File: src/rtl/cmpc_pkg.sv
// What this block does
// - Mux enable, converter off: channel picks negative
// - Otherwise negative input is dedicated pin
// - Power-off bit 7 cuts comparator power
// - Bandgap select feeds reference to positive
// - Result bit synchronized, one-two cycle latency
// - Selected event sets event flag
// - Mode 00 toggle, 10 fall, 11 rise
// - Interrupt needs flag, enable, global enable
// - Flag clears on vector or one-write
// - Capture route drives timer capture input
// - Buffer-off bits disable pin input buffers
// - Upper six disable bits read zero
`default_nettype none
package cmpc_pkg;
  // ----------------------------------------
  // Register byte addresses
  // ----------------------------------------
  localparam logic [7:0] CMPC_ADDR_CTRL = 8'h50;
  localparam logic [7:0] CMPC_ADDR_CONVB = 8'h7b;
  localparam logic [7:0] CMPC_ADDR_DIDIS = 8'h7f;
  localparam logic [7:0] CMPC_ADDR_CHSEL = 8'h7c;
  localparam logic [7:0] CMPC_ADDR_CONVA = 8'h7a;
  localparam logic [7:0] CMPC_ADDR_GLOB = 8'h5f;
  localparam logic [7:0] CMPC_ADDR_IMASK = 8'h60;
  // ----------------------------------------
  // Field positions
  // ----------------------------------------
  localparam int CMPC_B_PWROFF = 7;
  localparam int CMPC_B_BGSEL = 6;
  localparam int CMPC_B_RESULT = 5;
  localparam int CMPC_B_FLAG = 4;
  localparam int CMPC_B_IRQEN = 3;
  localparam int CMPC_B_CAPRT = 2;
  localparam int CMPC_B_MODEHI = 1;
  localparam int CMPC_B_MODELO = 0;
  localparam int CMPC_B_MUXEN = 6;
  localparam int CMPC_B_CONVEN = 7;
  localparam int CMPC_B_GLOBIE = 7;
  localparam int CMPC_B_NEGOFF = 1;
  localparam int CMPC_B_POSOFF = 0;
  localparam logic [7:0] CMPC_CONVB_MASK = 8'h47;
  localparam logic [7:0] CMPC_DIDIS_MASK = 8'h03;
  localparam logic [7:0] CMPC_CTRL_WMASK = 8'hcf;
  localparam logic [7:0] CMPC_CHSEL_MASK = 8'h07;
  localparam logic [7:0] CMPC_RST8 = 8'h00;
  // ----------------------------------------
  // Event modes
  // ----------------------------------------
  localparam logic [1:0] CMPC_MODE_TOGGLE = 2'h0;
  localparam logic [1:0] CMPC_MODE_RSVD = 2'h1;
  localparam logic [1:0] CMPC_MODE_FALL = 2'h2;
  localparam logic [1:0] CMPC_MODE_RISE = 2'h3;
  typedef enum logic [1:0] {CMPC_BUS_IDLE = 2'b01, CMPC_BUS_ACK = 2'b10} cmpc_bus_t;
endpackage : cmpc_pkg
`default_nettype wire

File: src/rtl/cmpc_sync.sv
`default_nettype none
// ----------------------------------------
// Two-stage level synchroniser
// ----------------------------------------
module cmpc_sync (
  input wire logic clk_sys,
  input wire logic resetn,
  input wire logic asyncIn,
  output logic syncOut
);
  logic stage1_ff;
  logic stage2_ff;
  // First stage read only by the second
  always_ff @(posedge clk_sys or negedge resetn) begin
    if (!resetn) begin
      stage1_ff <= 1'b0;
      stage2_ff <= 1'b0;
    end else begin
      stage1_ff <= asyncIn;
      stage2_ff <= stage1_ff;
    end
  end
  assign syncOut = stage2_ff;
endmodule : cmpc_sync
`default_nettype wire

File: src/rtl/cmpc_top.sv
`default_nettype none
module cmpc_top
  import cmpc_pkg::*;
(
  input wire logic clk_sys,
  input wire logic resetn,
  // Classic Wishbone slave
  input wire logic wb_cyc_i,
  input wire logic wb_stb_i,
  input wire logic wb_we_i,
  input wire logic [7:0] wb_adr_i,
  input wire logic [3:0] wb_sel_i,
  input wire logic [31:0] wb_dat_i,
  output logic [31:0] wb_dat_o,
  output logic wb_ack_o,
  // Analog comparator core
  input wire logic cmpRaw,
  output logic cmpPowerOff,
  output logic posSelBandgap,
  output logic negSelChannel,
  output logic [2:0] negChannel,
  // Processor interrupt handshake
  input wire logic irqVectorAck,
  output logic irqReq,
  // Timer capture front end
  output logic captureIn,
  output logic captureSelCmp,
  // Pin digital buffers
  output logic negPinBufferOff,
  output logic posPinBufferOff
);
  // ----------------------------------------
  // Storage
  // ----------------------------------------
  logic [7:0] ctrl_ff;
  logic flag_ff;
  logic [7:0] convB_ff;
  logic [7:0] convA_ff;
  logic [7:0] chSel_ff;
  logic [7:0] glob_ff;
  logic [7:0] iMask_ff;
  logic [1:0] dis_ff;
  logic prev_ff;
  logic ackVec_ff;
  logic [31:0] rdat_ff;
  logic ack_ff;
  logic irq_ff;
  logic capIn_ff;
  logic capSel_ff;
  logic negSel_ff;
  logic [2:0] negCh_ff;
  // Bus walk state
  cmpc_bus_t bus_ff;
  cmpc_bus_t nxt_bus;
  logic cmpSync;

  cmpc_sync u_sync (
    .clk_sys(clk_sys),
    .resetn(resetn),
    .asyncIn(cmpRaw),
    .syncOut(cmpSync)
  );

  // ----------------------------------------
  // Bus decode
  // ----------------------------------------
  wire busReq = wb_cyc_i && wb_stb_i && (bus_ff == CMPC_BUS_IDLE);
  // Writes commit at the edge where the master samples ack, while it still holds the request
  wire ackPhase = wb_cyc_i && wb_stb_i && (bus_ff == CMPC_BUS_ACK);
  wire wrEn = ackPhase && wb_we_i && wb_sel_i[0];
  wire hitCtrl = (wb_adr_i == CMPC_ADDR_CTRL);
  wire hitConvB = (wb_adr_i == CMPC_ADDR_CONVB);
  wire hitConvA = (wb_adr_i == CMPC_ADDR_CONVA);
  wire hitChSel = (wb_adr_i == CMPC_ADDR_CHSEL);
  wire hitDis = (wb_adr_i == CMPC_ADDR_DIDIS);
  wire hitGlob = (wb_adr_i == CMPC_ADDR_GLOB);
  wire hitMask = (wb_adr_i == CMPC_ADDR_IMASK);
  wire [7:0] wbyte = wb_dat_i[7:0];
  wire wrCtrl = wrEn && hitCtrl;

  // ----------------------------------------
  // Event detection
  // ----------------------------------------
  // edge pulses
  wire riseEv = cmpSync && !prev_ff;
  wire fallEv = !cmpSync && prev_ff;
  wire [1:0] mode = {ctrl_ff[CMPC_B_MODEHI], ctrl_ff[CMPC_B_MODELO]};
  // mode decode, reserved mode flags nothing
  wire modeTog = (mode == CMPC_MODE_TOGGLE) && (riseEv || fallEv);
  wire modeFall = (mode == CMPC_MODE_FALL) && fallEv;
  wire modeRise = (mode == CMPC_MODE_RISE) && riseEv;
  wire evHit = modeTog || modeFall || modeRise;
  // clear sources; a vector ack only counts once
  wire vecPulse = irqVectorAck && !ackVec_ff;
  wire clrFlag = (wrCtrl && wbyte[CMPC_B_FLAG]) || vecPulse;
  wire nxt_flag = evHit ? 1'b1 : (clrFlag ? 1'b0 : flag_ff);

  // ----------------------------------------
  // Negative input select
  // ----------------------------------------
  // channel routed when mux on, converter off
  wire nxt_negSel = convB_ff[CMPC_B_MUXEN] && !convA_ff[CMPC_B_CONVEN];
  wire [2:0] nxt_negCh = nxt_negSel ? chSel_ff[2:0] : 3'h0;

  wire nxt_irq = nxt_flag && ctrl_ff[CMPC_B_IRQEN] && glob_ff[CMPC_B_GLOBIE];
  wire nxt_capSel = ctrl_ff[CMPC_B_CAPRT];
  wire nxt_capIn = ctrl_ff[CMPC_B_CAPRT] ? cmpSync : 1'b0;

  // ----------------------------------------
  // Read mux
  // ----------------------------------------
  wire [7:0] ctrlRd = {ctrl_ff[7:6], cmpSync, flag_ff, ctrl_ff[3:0]};
  wire [7:0] disRd = {6'h00, dis_ff};
  // Unmapped addresses read zero, so probing is harmless
  wire [7:0] rdByte = hitCtrl ? ctrlRd :
                      hitConvB ? convB_ff :
                      hitConvA ? convA_ff :
                      hitChSel ? chSel_ff :
                      hitDis ? disRd :
                      hitGlob ? glob_ff :
                      hitMask ? iMask_ff : CMPC_RST8;
  wire [31:0] nxt_rdat = {24'h000000, rdByte};

  // Single ack per request, one idle cycle after
  always_comb begin
    unique case (bus_ff)
      CMPC_BUS_IDLE: nxt_bus = busReq ? CMPC_BUS_ACK : CMPC_BUS_IDLE;
      CMPC_BUS_ACK: nxt_bus = CMPC_BUS_IDLE;
      default: nxt_bus = CMPC_BUS_IDLE;
    endcase
  end

  // ----------------------------------------
  // Bus state
  // ----------------------------------------
  // Idle-ack walk; keeps a held request from being retaken
  always_ff @(posedge clk_sys or negedge resetn) begin
    if (!resetn) begin
      bus_ff <= CMPC_BUS_IDLE;
    end else begin
      bus_ff <= nxt_bus;
    end
  end

  // Ack is a one-cycle pulse after the taking edge
  always_ff @(posedge clk_sys or negedge resetn) begin
    if (!resetn) begin
      ack_ff <= 1'b0;
    end else begin
      ack_ff <= busReq;
    end
  end

  // Read data stands only in the ack cycle
  always_ff @(posedge clk_sys or negedge resetn) begin
    if (!resetn) begin
      rdat_ff <= 32'h00000000;
    end else begin
      rdat_ff <= busReq ? nxt_rdat : 32'h00000000;
    end
  end

  // ----------------------------------------
  // Control registers
  // ----------------------------------------
  // power-off bit writable any time
  always_ff @(posedge clk_sys or negedge resetn) begin
    if (!resetn) begin
      ctrl_ff <= CMPC_RST8;
    end else if (wrCtrl) begin
      ctrl_ff <= wbyte & CMPC_CTRL_WMASK;
    end
  end

  // Mux enable is the only live bit besides plain trigger storage
  always_ff @(posedge clk_sys or negedge resetn) begin
    if (!resetn) begin
      convB_ff <= CMPC_RST8;
    end else if (wrEn && hitConvB) begin
      convB_ff <= wbyte & CMPC_CONVB_MASK;
    end
  end

  // Converter enable overrides the mux; other bits are plain storage
  always_ff @(posedge clk_sys or negedge resetn) begin
    if (!resetn) begin
      convA_ff <= CMPC_RST8;
    end else if (wrEn && hitConvA) begin
      convA_ff <= wbyte;
    end
  end

  // Only the low three bits steer the comparator
  always_ff @(posedge clk_sys or negedge resetn) begin
    if (!resetn) begin
      chSel_ff <= CMPC_RST8;
    end else if (wrEn && hitChSel) begin
      chSel_ff <= wbyte & CMPC_CHSEL_MASK;
    end
  end

  // Global enable stands in for processor core state
  always_ff @(posedge clk_sys or negedge resetn) begin
    if (!resetn) begin
      glob_ff <= CMPC_RST8;
    end else if (wrEn && hitGlob) begin
      glob_ff <= wbyte;
    end
  end

  // Capture mask is storage only; the timer owns its effect
  always_ff @(posedge clk_sys or negedge resetn) begin
    if (!resetn) begin
      iMask_ff <= CMPC_RST8;
    end else if (wrEn && hitMask) begin
      iMask_ff <= wbyte;
    end
  end

  always_ff @(posedge clk_sys or negedge resetn) begin
    if (!resetn) begin
      dis_ff <= 2'h0;
    end else if (wrEn && hitDis) begin
      dis_ff <= wbyte[1:0];
    end
  end

  // ----------------------------------------
  // Event and output flops
  // ----------------------------------------
  // Edge history; vector ack is edge-detected so a held pulse clears once
  always_ff @(posedge clk_sys or negedge resetn) begin
    if (!resetn) begin
      prev_ff <= 1'b0;
      ackVec_ff <= 1'b0;
    end else begin
      prev_ff <= cmpSync;
      ackVec_ff <= irqVectorAck;
    end
  end

  always_ff @(posedge clk_sys or negedge resetn) begin
    if (!resetn) begin
      flag_ff <= 1'b0;
    end else begin
      flag_ff <= nxt_flag;
    end
  end

  always_ff @(posedge clk_sys or negedge resetn) begin
    if (!resetn) begin
      irq_ff <= 1'b0;
    end else begin
      irq_ff <= nxt_irq;
    end
  end

  // capture route flops; adds one cycle to the timer path
  always_ff @(posedge clk_sys or negedge resetn) begin
    if (!resetn) begin
      capIn_ff <= 1'b0;
      capSel_ff <= 1'b0;
    end else begin
      capIn_ff <= nxt_capIn;
      capSel_ff <= nxt_capSel;
    end
  end

  // Negative select registered so the mux pins never glitch on a write
  always_ff @(posedge clk_sys or negedge resetn) begin
    if (!resetn) begin
      negSel_ff <= 1'b0;
      negCh_ff <= 3'h0;
    end else begin
      negSel_ff <= nxt_negSel;
      negCh_ff <= nxt_negCh;
    end
  end

  // ----------------------------------------
  // Outputs
  // ----------------------------------------
  // positive input select
  assign posSelBandgap = ctrl_ff[CMPC_B_BGSEL];
  assign cmpPowerOff = ctrl_ff[CMPC_B_PWROFF];
  assign negSelChannel = negSel_ff;
  assign negChannel = negCh_ff;
  assign irqReq = irq_ff;
  assign captureIn = capIn_ff;
  assign captureSelCmp = capSel_ff;
  assign negPinBufferOff = dis_ff[CMPC_B_NEGOFF];
  assign posPinBufferOff = dis_ff[CMPC_B_POSOFF];
  assign wb_ack_o = ack_ff;
  assign wb_dat_o = rdat_ff;
endmodule : cmpc_top
`default_nettype wire

File: config.mk
export PLATFORM = sky130hd
export DESIGN_NAME = cmpc_top
export DESIGN_NICKNAME = d
export VERILOG_FILES = /design/src/rtl/cmpc_pkg.sv /design/src/rtl/cmpc_sync.sv /design/src/rtl/cmpc_top.sv
export SDC_FILE = /design/constraint.sdc
export NUM_CORES = 1
export LEC_CHECK = 0
export ABC_AREA = 1
export BUFFER_PORTS_ARGS = -buffer_cell sky130_fd_sc_hd__buf_2
export CORE_ASPECT_RATIO = 0.8
export CORE_MARGIN = 4
export CORE_UTILIZATION = 48
export DETAILED_ROUTE_END_ITERATION = 10
export HOLD_SLACK_MARGIN = 0.05
export PLACE_DENSITY = 0.76
export SLEW_MARGIN = 20
export SYNTH_ARGS = -nofsm -noshare
export SYNTH_HDL_FRONTEND = slang
export SYNTH_SLANG_ARGS = --single-unit
File: constraint.sdc
create_clock -name clk_sys -period 1.9 [get_ports clk_sys]
set_input_delay 0 -clock clk_sys [delete_from_list [all_inputs] [get_ports clk_sys]]
set_output_delay 0 -clock clk_sys [all_outputs]
set_load 0.02 [all_outputs]
==> results of run 1 <==
[synthesized netlist by cell type]
cell type	n
nand2_1	89
dfrtp_1	60
inv_1	36
buf_4	24
o21ai_0	19
nor2_1	14
o21ai_1	14
o21ai_2	13
nand2_2	8
inv_2	7
nand3_1	6
a21oi_1	5
nor2_4	5
a41oi_1	4
buf_6	4
ha_1	2
nand2_4	2
nand4_1	2
nor3_1	2
o211ai_1	2
a32oi_1	1
and3_1	1
bufinv_8	1
conb_1	1
dfstp_2	1
nand3b_1	1
nor2_2	1
nor2_8	1
nor3_2	1
o2111ai_1	1
o22ai_1	1
[state kept, by name, indices dropped and copies added (netlist names), 2 cells and up]
signal      flops
iMask_ff        8
convA_ff        8
dis_ff          2
chSel_ff        3
convB_ff        4
negChannel      3
ctrl_ff         6
wb_dat_o        8
glob_ff         8
[metrics by stage]
| stage | util [%] | instances | area [µm²] | hold slack [ps] |
|---|---|---|---|---|
| after detailed placement | 53.2 | 452 | 3160 | 76.0 |
| after floorplan | - | 352 | 3040 | -296 |
| final | 58.9 | 479 | 3500 | 63.8 |
| after global routing | 58.9 | 479 | 3500 | 62.9 |
| after CTS | 58.9 | 479 | 3500 | 58.6 |
| after global placement | 53.2 | 452 | 3160 | 78.6 |
[how the worst max path moves through the flow]
stage | to | depth (start not counted)
6_report | iMask_ff[6] | 7
5_1_grt | chSel_ff[0] | 7
4_1_cts | iMask_ff[1] | 7
3_5_place_dp | iMask_ff[3] | 7
3_3_place_gp | wb_dat_o[0] | 11
2_1_floorplan | iMask_ff[6] | 8
[layout make-up]
type,count,area [µm²]
fill,546,2440
sequential,61,1530
multi-input combinational,219,1110
timing repair buffer,58,355
inverter,44,179
clock buffer,12,155
tap,81,101
clock inverter,4,70.1
[worst register-to-register path, stage by stage, from the launching register on]
cell and delay (ps):
dfrtp_1 360, inv_1 50, nor2_1 100, nand4_1 180, bufinv_8 280, nand2_2 200, nand2_1 130, o21ai_1 70
[report_power, final]
group	switching [W]	internal, W
Combinational	0.000140	0.0000554
Clock	0.000495	0.000806
Sequential	0.00000622	0.00131
Total	0.000641	0.00217
[per-layer routing]
layer | GRT usage (%) | vias up | share of wire, %
met1 | 23.5 | 1090 | 42
li1 | - | 1124 | -
met2 | 28.6 | 70 | 50
met4 | 4.26 | 0 | 1.2
met3 | 7.38 | 11 | 6.9
met5 | 0 | - | 0
[logic make-up (layout without fill, tap and decap cells)]
family | after synthesis | after routing
and+or+nand+nor | 133 | 133
adders and majority gates | 2 | 2
DFF | 61 | 61
other | 1 | 24
buffers and inverters | 72 | 118
AOI/OAI and AO/OA | 60 | 60
==> impl_metrics.csv, run 1 <==
group,metric,value,unit
outcome,outcome,"completed",
setup_path,ff2ff_path_depth,7,
logic_synthesis,ys_seq_area_share,51.7,%
job,cap_violations,0,
route,vias_per_cell,4.79,
logic_synthesis,yosysTopAreaCellShare,50.8,%
setup_path,cp-end-kind,"flip-flop",
setup_path,crit_chain,"inv_1 > nor2_1 > nand4_1 > bufinv_8 > nand2_2 > nand2_1 > o21ai_1",
cts,cts_resized,0,
floorplan,start_util,49.7,%
setup_path,r2r_slack,410,ps
logic_synthesis,syn_inst,329,
logic_synthesis,synth_compound_area_share,12.8,%
timing,timing.fmax,669,MHz
logic_synthesis,synth-simple-area-share,20.9,%
floorplan,die_h,78.2,µm
grt,grt_pass1_vias,2168,
floorplan,rows,25,
cells_and_area,final_common_cell,"nand2_1",
cells_and_area,final_nets,446,
setup_path,slowest_stage,"dfrtp_1",
timing,worst_slack,406,ps
worst_hold_path,worstHoldStart,"wb_stb_i",
grt,antenna_found_initial,0,
cts,cts.sinks,61,
worst_hold_path,hp-class,"input port to flip-flop",
setup_path,cpPeakStageDelay,360,ps
logic_synthesis,synth_fa_ha_area_share,0.846,%
power,leakagePower,1.82,nW
logic_synthesis,synthesis.area,2960,µm²
timing,post-route-period-util,78.6,%
logic_synthesis,synth_top_family_by_area,"simple AND/OR/NAND/NOR gates",
power,peakVddDrop,498,µV
setup_path,cp_max_fo,16,
logic_synthesis,yosys-top-cells-area,"dfrtp_1 51%, nand2_1 11%, buf_4 6.1%",
grt,grt_first_pass_wirelength,10.3,mm
timing,slew_viol_final,0,
floorplan,pin_count,95,
timing,grt_setup_unrepaired,"false",
setup_path,worstSetupStartpointType,"flip-flop",
route,wl_per_cell,13.1,µm
cells_and_area,diodes,0,
setup_path,r2r_end,"iMask_ff[6]",
worst_hold_path,hold_depth,4,
logic_synthesis,avgSynthCellArea,8.99,µm²
setup_path,startpoint,"wb_ack_o",
timing,tns,0,ps
grt,grt_usage,18.2,%
cells_and_area,layout_common_cells,"89 x nand2_1, 60 x dfrtp_1, 43 x buf_2, 36 x inv_1, 24 x conb_1",
placed_design,place.detailed.hpwl,4.50,mm
power,power.density,804,nW/µm²
power,power,0.00281,W
grt,grt_max_degree,31,
timing,tightest_slew,685,ps
timing,skew,5.83,ps
cts,cts_tree,"done",
logic_synthesis,yosysUniqueCellTypes,31,
cells_and_area,drive_above_1_share,25.6,%
route,ant_nets,0,
floorplan,core,5940,µm²
route,drt-total-wl,6.27,mm
floorplan,fp.dieArea,7490,µm²
route,drc,0,
timing,slew-limit-headroom,54.3,%
placed_design,placement.io_buffers,43,
cts,clockRootBuffer,"clkbuf_8",
logic_synthesis,synth.area.mux_share,0,%
logic_synthesis,synth-seq-cells,61,
grt,overflow,0,
cts,cts_setup_buffers,0,
cts,htreeDepth,3,
floorplan,die_x,95.7,µm
cts,clk_latency,340,ps
route,vias,2295,
setup_path,crit_family,"simple AND/OR/NAND/NOR gates",
cts,cts_buffers,9,
cells_and_area,synthToLayoutAreaGrowth,18.4,%
timing,hold_viol,0,
placed_design,gp_congestion,0.821,
route,first_iter_violations,223,
logic_synthesis,synth_xor_area_share,0,%
cts,clk_pin_slew_worst_paths,70,ps
setup_path,crit_arrival,1720,ps
setup_path,required,2120,ps
logic_synthesis,yosysTopAreaCell,"dfrtp_1",
route,firstDrtPassIters,4,
cts,cts_buffer_depth,2,
setup_path,critical_path_buf_inv_count,2,
timing,setup_viol,0,
placed_design,dp_slack,429,ps
logic_synthesis,yosysWarnings,0,
setup_path,crit_type,"flip-flop to flip-flop",
cts,hold_buffers,11,
setup_path,r2r_start,"wb_ack_o",
timing,min_period,1490,ps
worst_hold_path,min_to,"wb_ack_o",
(Power assumes the default switching activity.)
==> inputs of run 2 (changes only) <==
Clock period 1.9 ns to 1.39 ns, I/O delays scaled along.
==> run 2 against run 1 <==
Compared with the run above: sequential share of layout area increased by 0.087 points; power increased by 26%; first-iteration DRC count decreased by 28%; hold slack got worse by 6.9 ps; fmax increased by 10%; flip-flop and latch count unchanged; combinational power increased by 36%; clock skew increased by 4.3 ps; clock-buffer cell count decreased by 1; clock power increased by 15%; wire length decreased by 0.81%; critical path type unchanged; critical endpoint is now convA_ff[0]; largest cell class unchanged.
==> impl_metrics.csv, run 2 (synthesis gave the netlist of run 1 again) <==
group,metric,value,unit
cells_and_area,synthToLayoutAreaGrowth,18.3,%
route,first_iter_violations,160,
grt,grt_max_degree,42,
setup_path,r2r_slack,40,ps
setup_path,startpoint,"bus_ff[0]",
floorplan,die_x,95.7,µm
timing,tightest_slew,511,ps
cells_and_area,layout_common_cells,"89 x nand2_1, 58 x dfrtp_1, 43 x buf_2, 35 x inv_1, 24 x conb_1",
setup_path,crit_type,"flip-flop to flip-flop",
grt,grt_usage,18.0,%
setup_path,r2r_start,"bus_ff[0]",
worst_hold_path,hp-class,"input port to flip-flop",
grt,overflow,0,
job,cap_violations,0,
cells_and_area,num-fill-cells,549,
setup_path,cp_max_fo,16,
route,firstDrtPassIters,4,
power,p_sw,0.000868,W
cts,htreeDepth,3,
power,pwr-share-clk,41.9,%
timing,setup_viol,0,
setup_path,crit_family,"flip-flops",
cts,cts_buffers,9,
setup_path,crit_arrival,1620,ps
worst_hold_path,worstHoldStart,"wb_dat_i[0]",
timing,slew_viol_final,0,
power,p_sw_share,24.4,%
cts,cts_setup_buffers,0,
timing,timing.fmax,738,MHz
power,power.density,1020,nW/µm²
timing,skew,10.1,ps
setup_path,required,1650,ps
timing,slew-limit-headroom,66.0,%
cells_and_area,final_nets,447,
timing,tns,0,ps
cts,cts.sinks,61,
cts,clockRootBuffer,"clkbuf_8",
power,p_comb_share,7.5,%
setup_path,cp-end-kind,"flip-flop",
timing,hold_ws,56.9,ps
power,leakagePower,1.82,nW
floorplan,rows,25,
setup_path,cpPeakStageDelay,530,ps
cells_and_area,drive_above_1_share,27.6,%
outcome,outcome,"completed",
timing,grt_setup_unrepaired,"true",
route,vias_per_cell,4.68,
grt,antenna_found_initial,1,
placed_design,dp_cells,454,
placed_design,gp_congestion,0.830,
grt,grt_pass1_vias,2193,
cts,cts_tree,"done",
route,vias,2250,
setup_path,worstSetupStartpointType,"flip-flop",
power,pwr-share-seq,50.7,%
floorplan,core,5940,µm²
timing,post-route-period-util,97.4,%
floorplan,start_util,49.7,%
power,peakVddDrop,512,µV
placed_design,placement.io_buffers,43,
timing,min_period,1350,ps
cells_and_area,fin_cells,481,
timing,hold_viol,0,
floorplan,die_h,78.2,µm
route,wl_per_cell,12.9,µm
cts,clk_latency,340,ps
floorplan,fp.dieArea,7490,µm²
power,power,0.00355,W
setup_path,crit_chain,"nor2_1 > nand4_1 > bufinv_8 > nand2_4 > nand2_1 > o21ai_1",
power,p_int,0.00268,W
route,drt-total-wl,6.22,mm
cells_and_area,fin_util,58.9,%
cts,clk_pin_slew_worst_paths,70,ps
route,drc,0,
setup_path,slowest_stage,"dfstp_2",
setup_path,critical_path_buf_inv_count,1,
cts,cts_buffer_depth,2,
route,ant_nets,0,
cells_and_area,final_common_cell,"nand2_1",
grt,grt_first_pass_wirelength,10.3,mm
floorplan,pin_count,95,
placed_design,place.detailed.hpwl,4.47,mm
-- run 2: cell types whose count changed in the layout (fill, tap and decap cells not counted), moves of 2 or more --
| cell | before | now |
|---|---|---|
| clkbuf_8 | 11 | 9 |
| buf_4 | 4 | 6 |
| a41oi_1 | 4 | 2 |
| a41oi_2 | 0 | 2 |
| dfrtp_1 | 60 | 58 |
| dfrtp_2 | 0 | 2 |
-- run 2: layout make-up --
class,count,area (µm²),share of cell area (%)
flip-flops and latches,61,1530,43.7
multi-input cells,219,1140,32.6
repair buffers,59,360,10.3
inverters,44,179,5.11
clock buffers,11,131,3.76
well taps,81,101,2.90
clock inverters,5,52.6,1.50
diodes,1,2.50,0.0715
-- run 2: power groups by stage --
stage,clock network (W),registers [W],logic [W]
after floorplan,0,0.00183,0.000183
after global placement,0,0.00183,0.000236
after detailed placement,0,0.00183,0.000242
after CTS,0.00150,0.00180,0.000264
after global routing,0.00161,0.00180,0.000297
final,0.00149,0.00180,0.000266
-- run 2: routing by layer --
layer / up-vias / global-route usage, % / part of all wire, %
li1: 1123 / - / -
met1: 1051 / 22.8 / 43
met2: 64 / 29.0 / 48
met3: 12 / 6.32 / 6.6
met4: 0 / 5.26 / 1.8
met5: - / 0 / 0
-- run 2: what timing repair did --
action	4_1_cts	5_1_grt
endpoints found under the hold margin	85	0
resized for setup	3	5
endpoints found under the setup margin	11	27
hold buffers	10	0
cloned	0	0
-- run 2: worst register-to-register path, delay by kind of cell (launching register included) --
family / cells / cell delay (ps)
compound gates: 1 / 80
buf+inv: 1 / 230
flops: 1 / 530
simple gates: 4 / 430
-- run 2: worst paths after layout --
check                      cells after the start              to
hold / removal                                 3      glob_ff[0]
hold reg to reg                                0  u_sync.syncOut
min in group asynchronous                      3      ctrl_ff[1]
setup / recovery                               6     convA_ff[0]
max in group asynchronous                      3     wb_dat_o[3]
setup reg to reg                               6     convA_ff[0]
-- run 2: per-stage QoR --
stage | area (µm²) | setup slack (ps)
5_1_grt | 3500 | -55.3
4_1_cts | 3480 | 21.7
2_1_floorplan | 3040 | 24.9
3_3_place_gp | 3180 | 42.5
3_5_place_dp | 3180 | -8.73
6_report | 3500 | 35.9
==> inputs of run 3 (changes only) <==
Settings changed: ABC_AREA 1 to not set, PLACE_DENSITY 0.76 to 0.77.
==> run 3 against run 2 <==
Compared with the run above: the flow now finishes with violations (negative setup slack); synthesized cell count is 28% lower; cell count is 13% lower; clock power is 12% lower; fmax is 15% lower; clock skew is 2.7 ps lower; first-iteration DRC count is 42% higher; critical path type unchanged; largest cell class unchanged.
==> impl_metrics.csv, run 3 <==
group,metric,value,unit
worst_hold_path,worstHoldStart,"wb_stb_i",
logic_synthesis,yosysUniqueCellTypes,49,
route,firstDrtPassIters,5,
floorplan,rows,24,
logic_synthesis,syn_inst,238,
setup_path,required,1620,ps
cells_and_area,multi_input_area,1370,µm²
cells_and_area,synthToLayoutAreaGrowth,35.3,%
logic_synthesis,yosysTopAreaCellShare,52.7,%
power,leakagePower,1.95,nW
route,first_iter_violations,227,
timing,timing.fmax,629,MHz
grt,antenna_found_initial,0,
floorplan,core,5590,µm²
timing,hold_viol,0,
grt,grt_max_degree,26,
grt,grt_usage,21.3,%
setup_path,crit_type,"flip-flop to flip-flop",
timing,hold_ws,134,ps
logic_synthesis,synth.area.mux_share,16.1,%
worst_hold_path,hp-class,"input port to flip-flop",
route,ant_nets,0,
setup_path,r2r_end,"convA_ff[4]",
cts,htreeDepth,3,
setup_path,worstSetupEndpoint,"convA_ff[4]",
logic_synthesis,ys.flop_type,"dfrtp_1",
setup_path,worstSetupStartpointType,"flip-flop",
cts,cts_buffers,9,
cells_and_area,num-fill-cells,422,
logic_synthesis,synth-simple-area-share,12.5,%
setup_path,crit_arrival,1820,ps
logic_synthesis,yosys-top-cells-area,"dfrtp_1 53%, mux2_2 15%, buf_4 6.3%",
grt,grt_first_pass_wirelength,11.7,mm
cts,clockRootBuffer,"clkbuf_8",
timing,grt_setup_unrepaired,"true",
logic_synthesis,synth_xor_area_share,0,%
cts,clk_pin_slew_worst_paths,70,ps
floorplan,die_h,76.9,µm
logic_synthesis,synthesis.area,2850,µm²
logic_synthesis,synth-seq-cells,61,
timing,skew,7.36,ps
floorplan,die_x,94.2,µm
route,wl_per_cell,18.6,µm
setup_path,crit_family,"flip-flops",
logic_synthesis,synth_fa_ha_area_share,0.878,%
setup_path,critical_path_buf_inv_count,2,
cells_and_area,fin_util,69.1,%
setup_path,ff2ff_path_depth,6,
timing,tightest_slew,693,ps
cts,cts_tree,"done",
cts,cts_buffer_depth,2,
setup_path,cp_max_fo,8,
setup_path,startpoint,"bus_ff[0]",
route,drc,0,
floorplan,fp.dieArea,7240,µm²
cells_and_area,layout_common_cells,"59 x dfrtp_1, 43 x buf_2, 30 x buf_4, 24 x conb_1, 20 x mux2_2",
cts,clk_latency,340,ps
timing,post-route-period-util,114,%
setup_path,r2r_slack,-200,ps
cells_and_area,seqCellArea,1530,µm²
placed_design,placement.io_buffers,43,
logic_synthesis,synth.most_common_cell,"dfrtp_1",
route,drt-total-wl,7.77,mm
route,vias_per_cell,5.55,
logic_synthesis,synth_enable_flop_cells,0,
outcome,outcome,"finished, violations left",
logic_synthesis,yosysWarnings,0,
setup_path,cpPeakStageDelay,530,ps
logic_synthesis,synth_top_family_by_area,"multiplexers",
setup_path,cp_common_cell,"buf_4",
floorplan,start_util,51.0,%
setup_path,cp-end-kind,"flip-flop",
cells_and_area,diodes,0,
job,cap_violations,0,
cells_and_area,drive_above_1_share,47.2,%
outcome,violations,"negative setup slack",
cts,cts.sinks,61,
logic_synthesis,avgSynthCellArea,12.0,µm²
timing,min_period,1590,ps
placed_design,place.detailed.hpwl,5.05,mm
logic_synthesis,synth_compound_area_share,8.43,%
logic_synthesis,synth-async-reset-ratio,100,%
cells_and_area,final_common_cell,"dfrtp_1",
timing,worst_slack,-199,ps
power,peakVddDrop,570,µV
placed_design,dp_slack,-313,ps
logic_synthesis,ys_seq_area_share,53.6,%
logic_synthesis,synthTopCellsByCount,"60 x dfrtp_1, 39 x mux2_2, 24 x buf_4, 12 x nand2_1, 11 x nor2_1",
grt,grt_pass1_vias,2263,
placed_design,gp_congestion,0.958,
setup_path,crit_chain,"nand4b_1 > nor2_1 > buf_4 > buf_4 > nand2_8 > mux2_2",
logic_synthesis,yosysTopAreaCell,"dfrtp_1",
timing,slew-limit-headroom,53.4,%
cells_and_area,final_nets,387,
route,vias,2314,
setup_path,crit_cells,6,
timing,slew_viol_final,0,
timing,setup_viol,43,
power,power.density,902,nW/µm²
floorplan,pin_count,95,
setup_path,r2r_start,"bus_ff[0]",
grt,overflow,0,
setup_path,slowest_stage,"dfstp_2",
## run 3: layer usage
| metal | share of wire (%) | up-vias | wire length (µm) | track usage (%) |
|---|---|---|---|---|
| met2 | 46 | 132 | 3580 | 32.4 |
| li1 | - | 1004 | - | - |
| met5 | 0 | - | 0 | 0 |
| met4 | 3.5 | 0 | 273 | 7.79 |
| met3 | 8.8 | 28 | 686 | 7.73 |
| met1 | 42 | 1150 | 3230 | 28.0 |
## run 3: worst min path at each step
stage          cells after the start     endpoint  slack [ps]
2_1_floorplan                      0    ackVec_ff        -300
3_3_place_gp                       1  chSel_ff[1]          10
3_5_place_dp                       1  chSel_ff[1]          20
4_1_cts                            3    bus_ff[0]          70
5_1_grt                            3    bus_ff[0]         110
6_report                           3    bus_ff[0]         130
## run 3: power by group
group | switching [W] | leakage [nW] | internal [W] | total (W)
clock | 0.000674 | 0.0829 | 0.000634 | 0.00131
combinational | 0.000231 | 1.04 | 0.000142 | 0.000374
sequential | 0.00000872 | 0.830 | 0.00179 | 0.00180
total | 0.000914 | 1.95 | 0.00257 | 0.00348
## run 3: through the flow
step,instances,area [µm²],total power [W],setup TNS [ps]
6_report,417,3860,0.00348,-6680
5_1_grt,417,3860,0.00364,-9470
4_1_cts,415,3750,0.00348,-7010
3_5_place_dp,383,3330,0.00213,-8420
3_3_place_gp,383,3330,0.00213,-7330
2_1_floorplan,261,2960,0.00202,-6640
## run 3: worst reg2reg max path, stage by stage, from the launching register on
cell      delay [ps]
dfstp_2          530
nand4b_1         120
nor2_1            50
buf_4            150
buf_4            160
nand2_8          120
mux2_2           340
## run 3: layout make-up
class,count,area share (%)
well taps,78,2.53
clock inverters,5,0.714
multi-input cells,163,35.5
inverters,6,0.714
flip-flops and latches,61,39.6
clock buffers,11,3.41
repair buffers,93,17.5
## run 3: cell families (layout without fill, tap and decap cells)
group                    count (synthesis)  after routing
flip-flops                              61             61
AND/OR/NAND/NOR                         61             61
multiplexers                            41             41
buffers and inverters                   37            115
AO/OA/AOI/OAI                           35             35
adder cells (fa/ha/maj)                  2              2
other                                    1             24
## run 3: timing repair
action / 4_1_cts / 5_1_grt
gates resized for setup: 26 / 24
endpoints found under the setup margin: 46 / 45
pin swaps: 4 / 5
hold buffers: 12 / 0
gates cloned: 0 / 0
buffers inserted: 4 / 3
hold endpoints to repair: 102 / 0
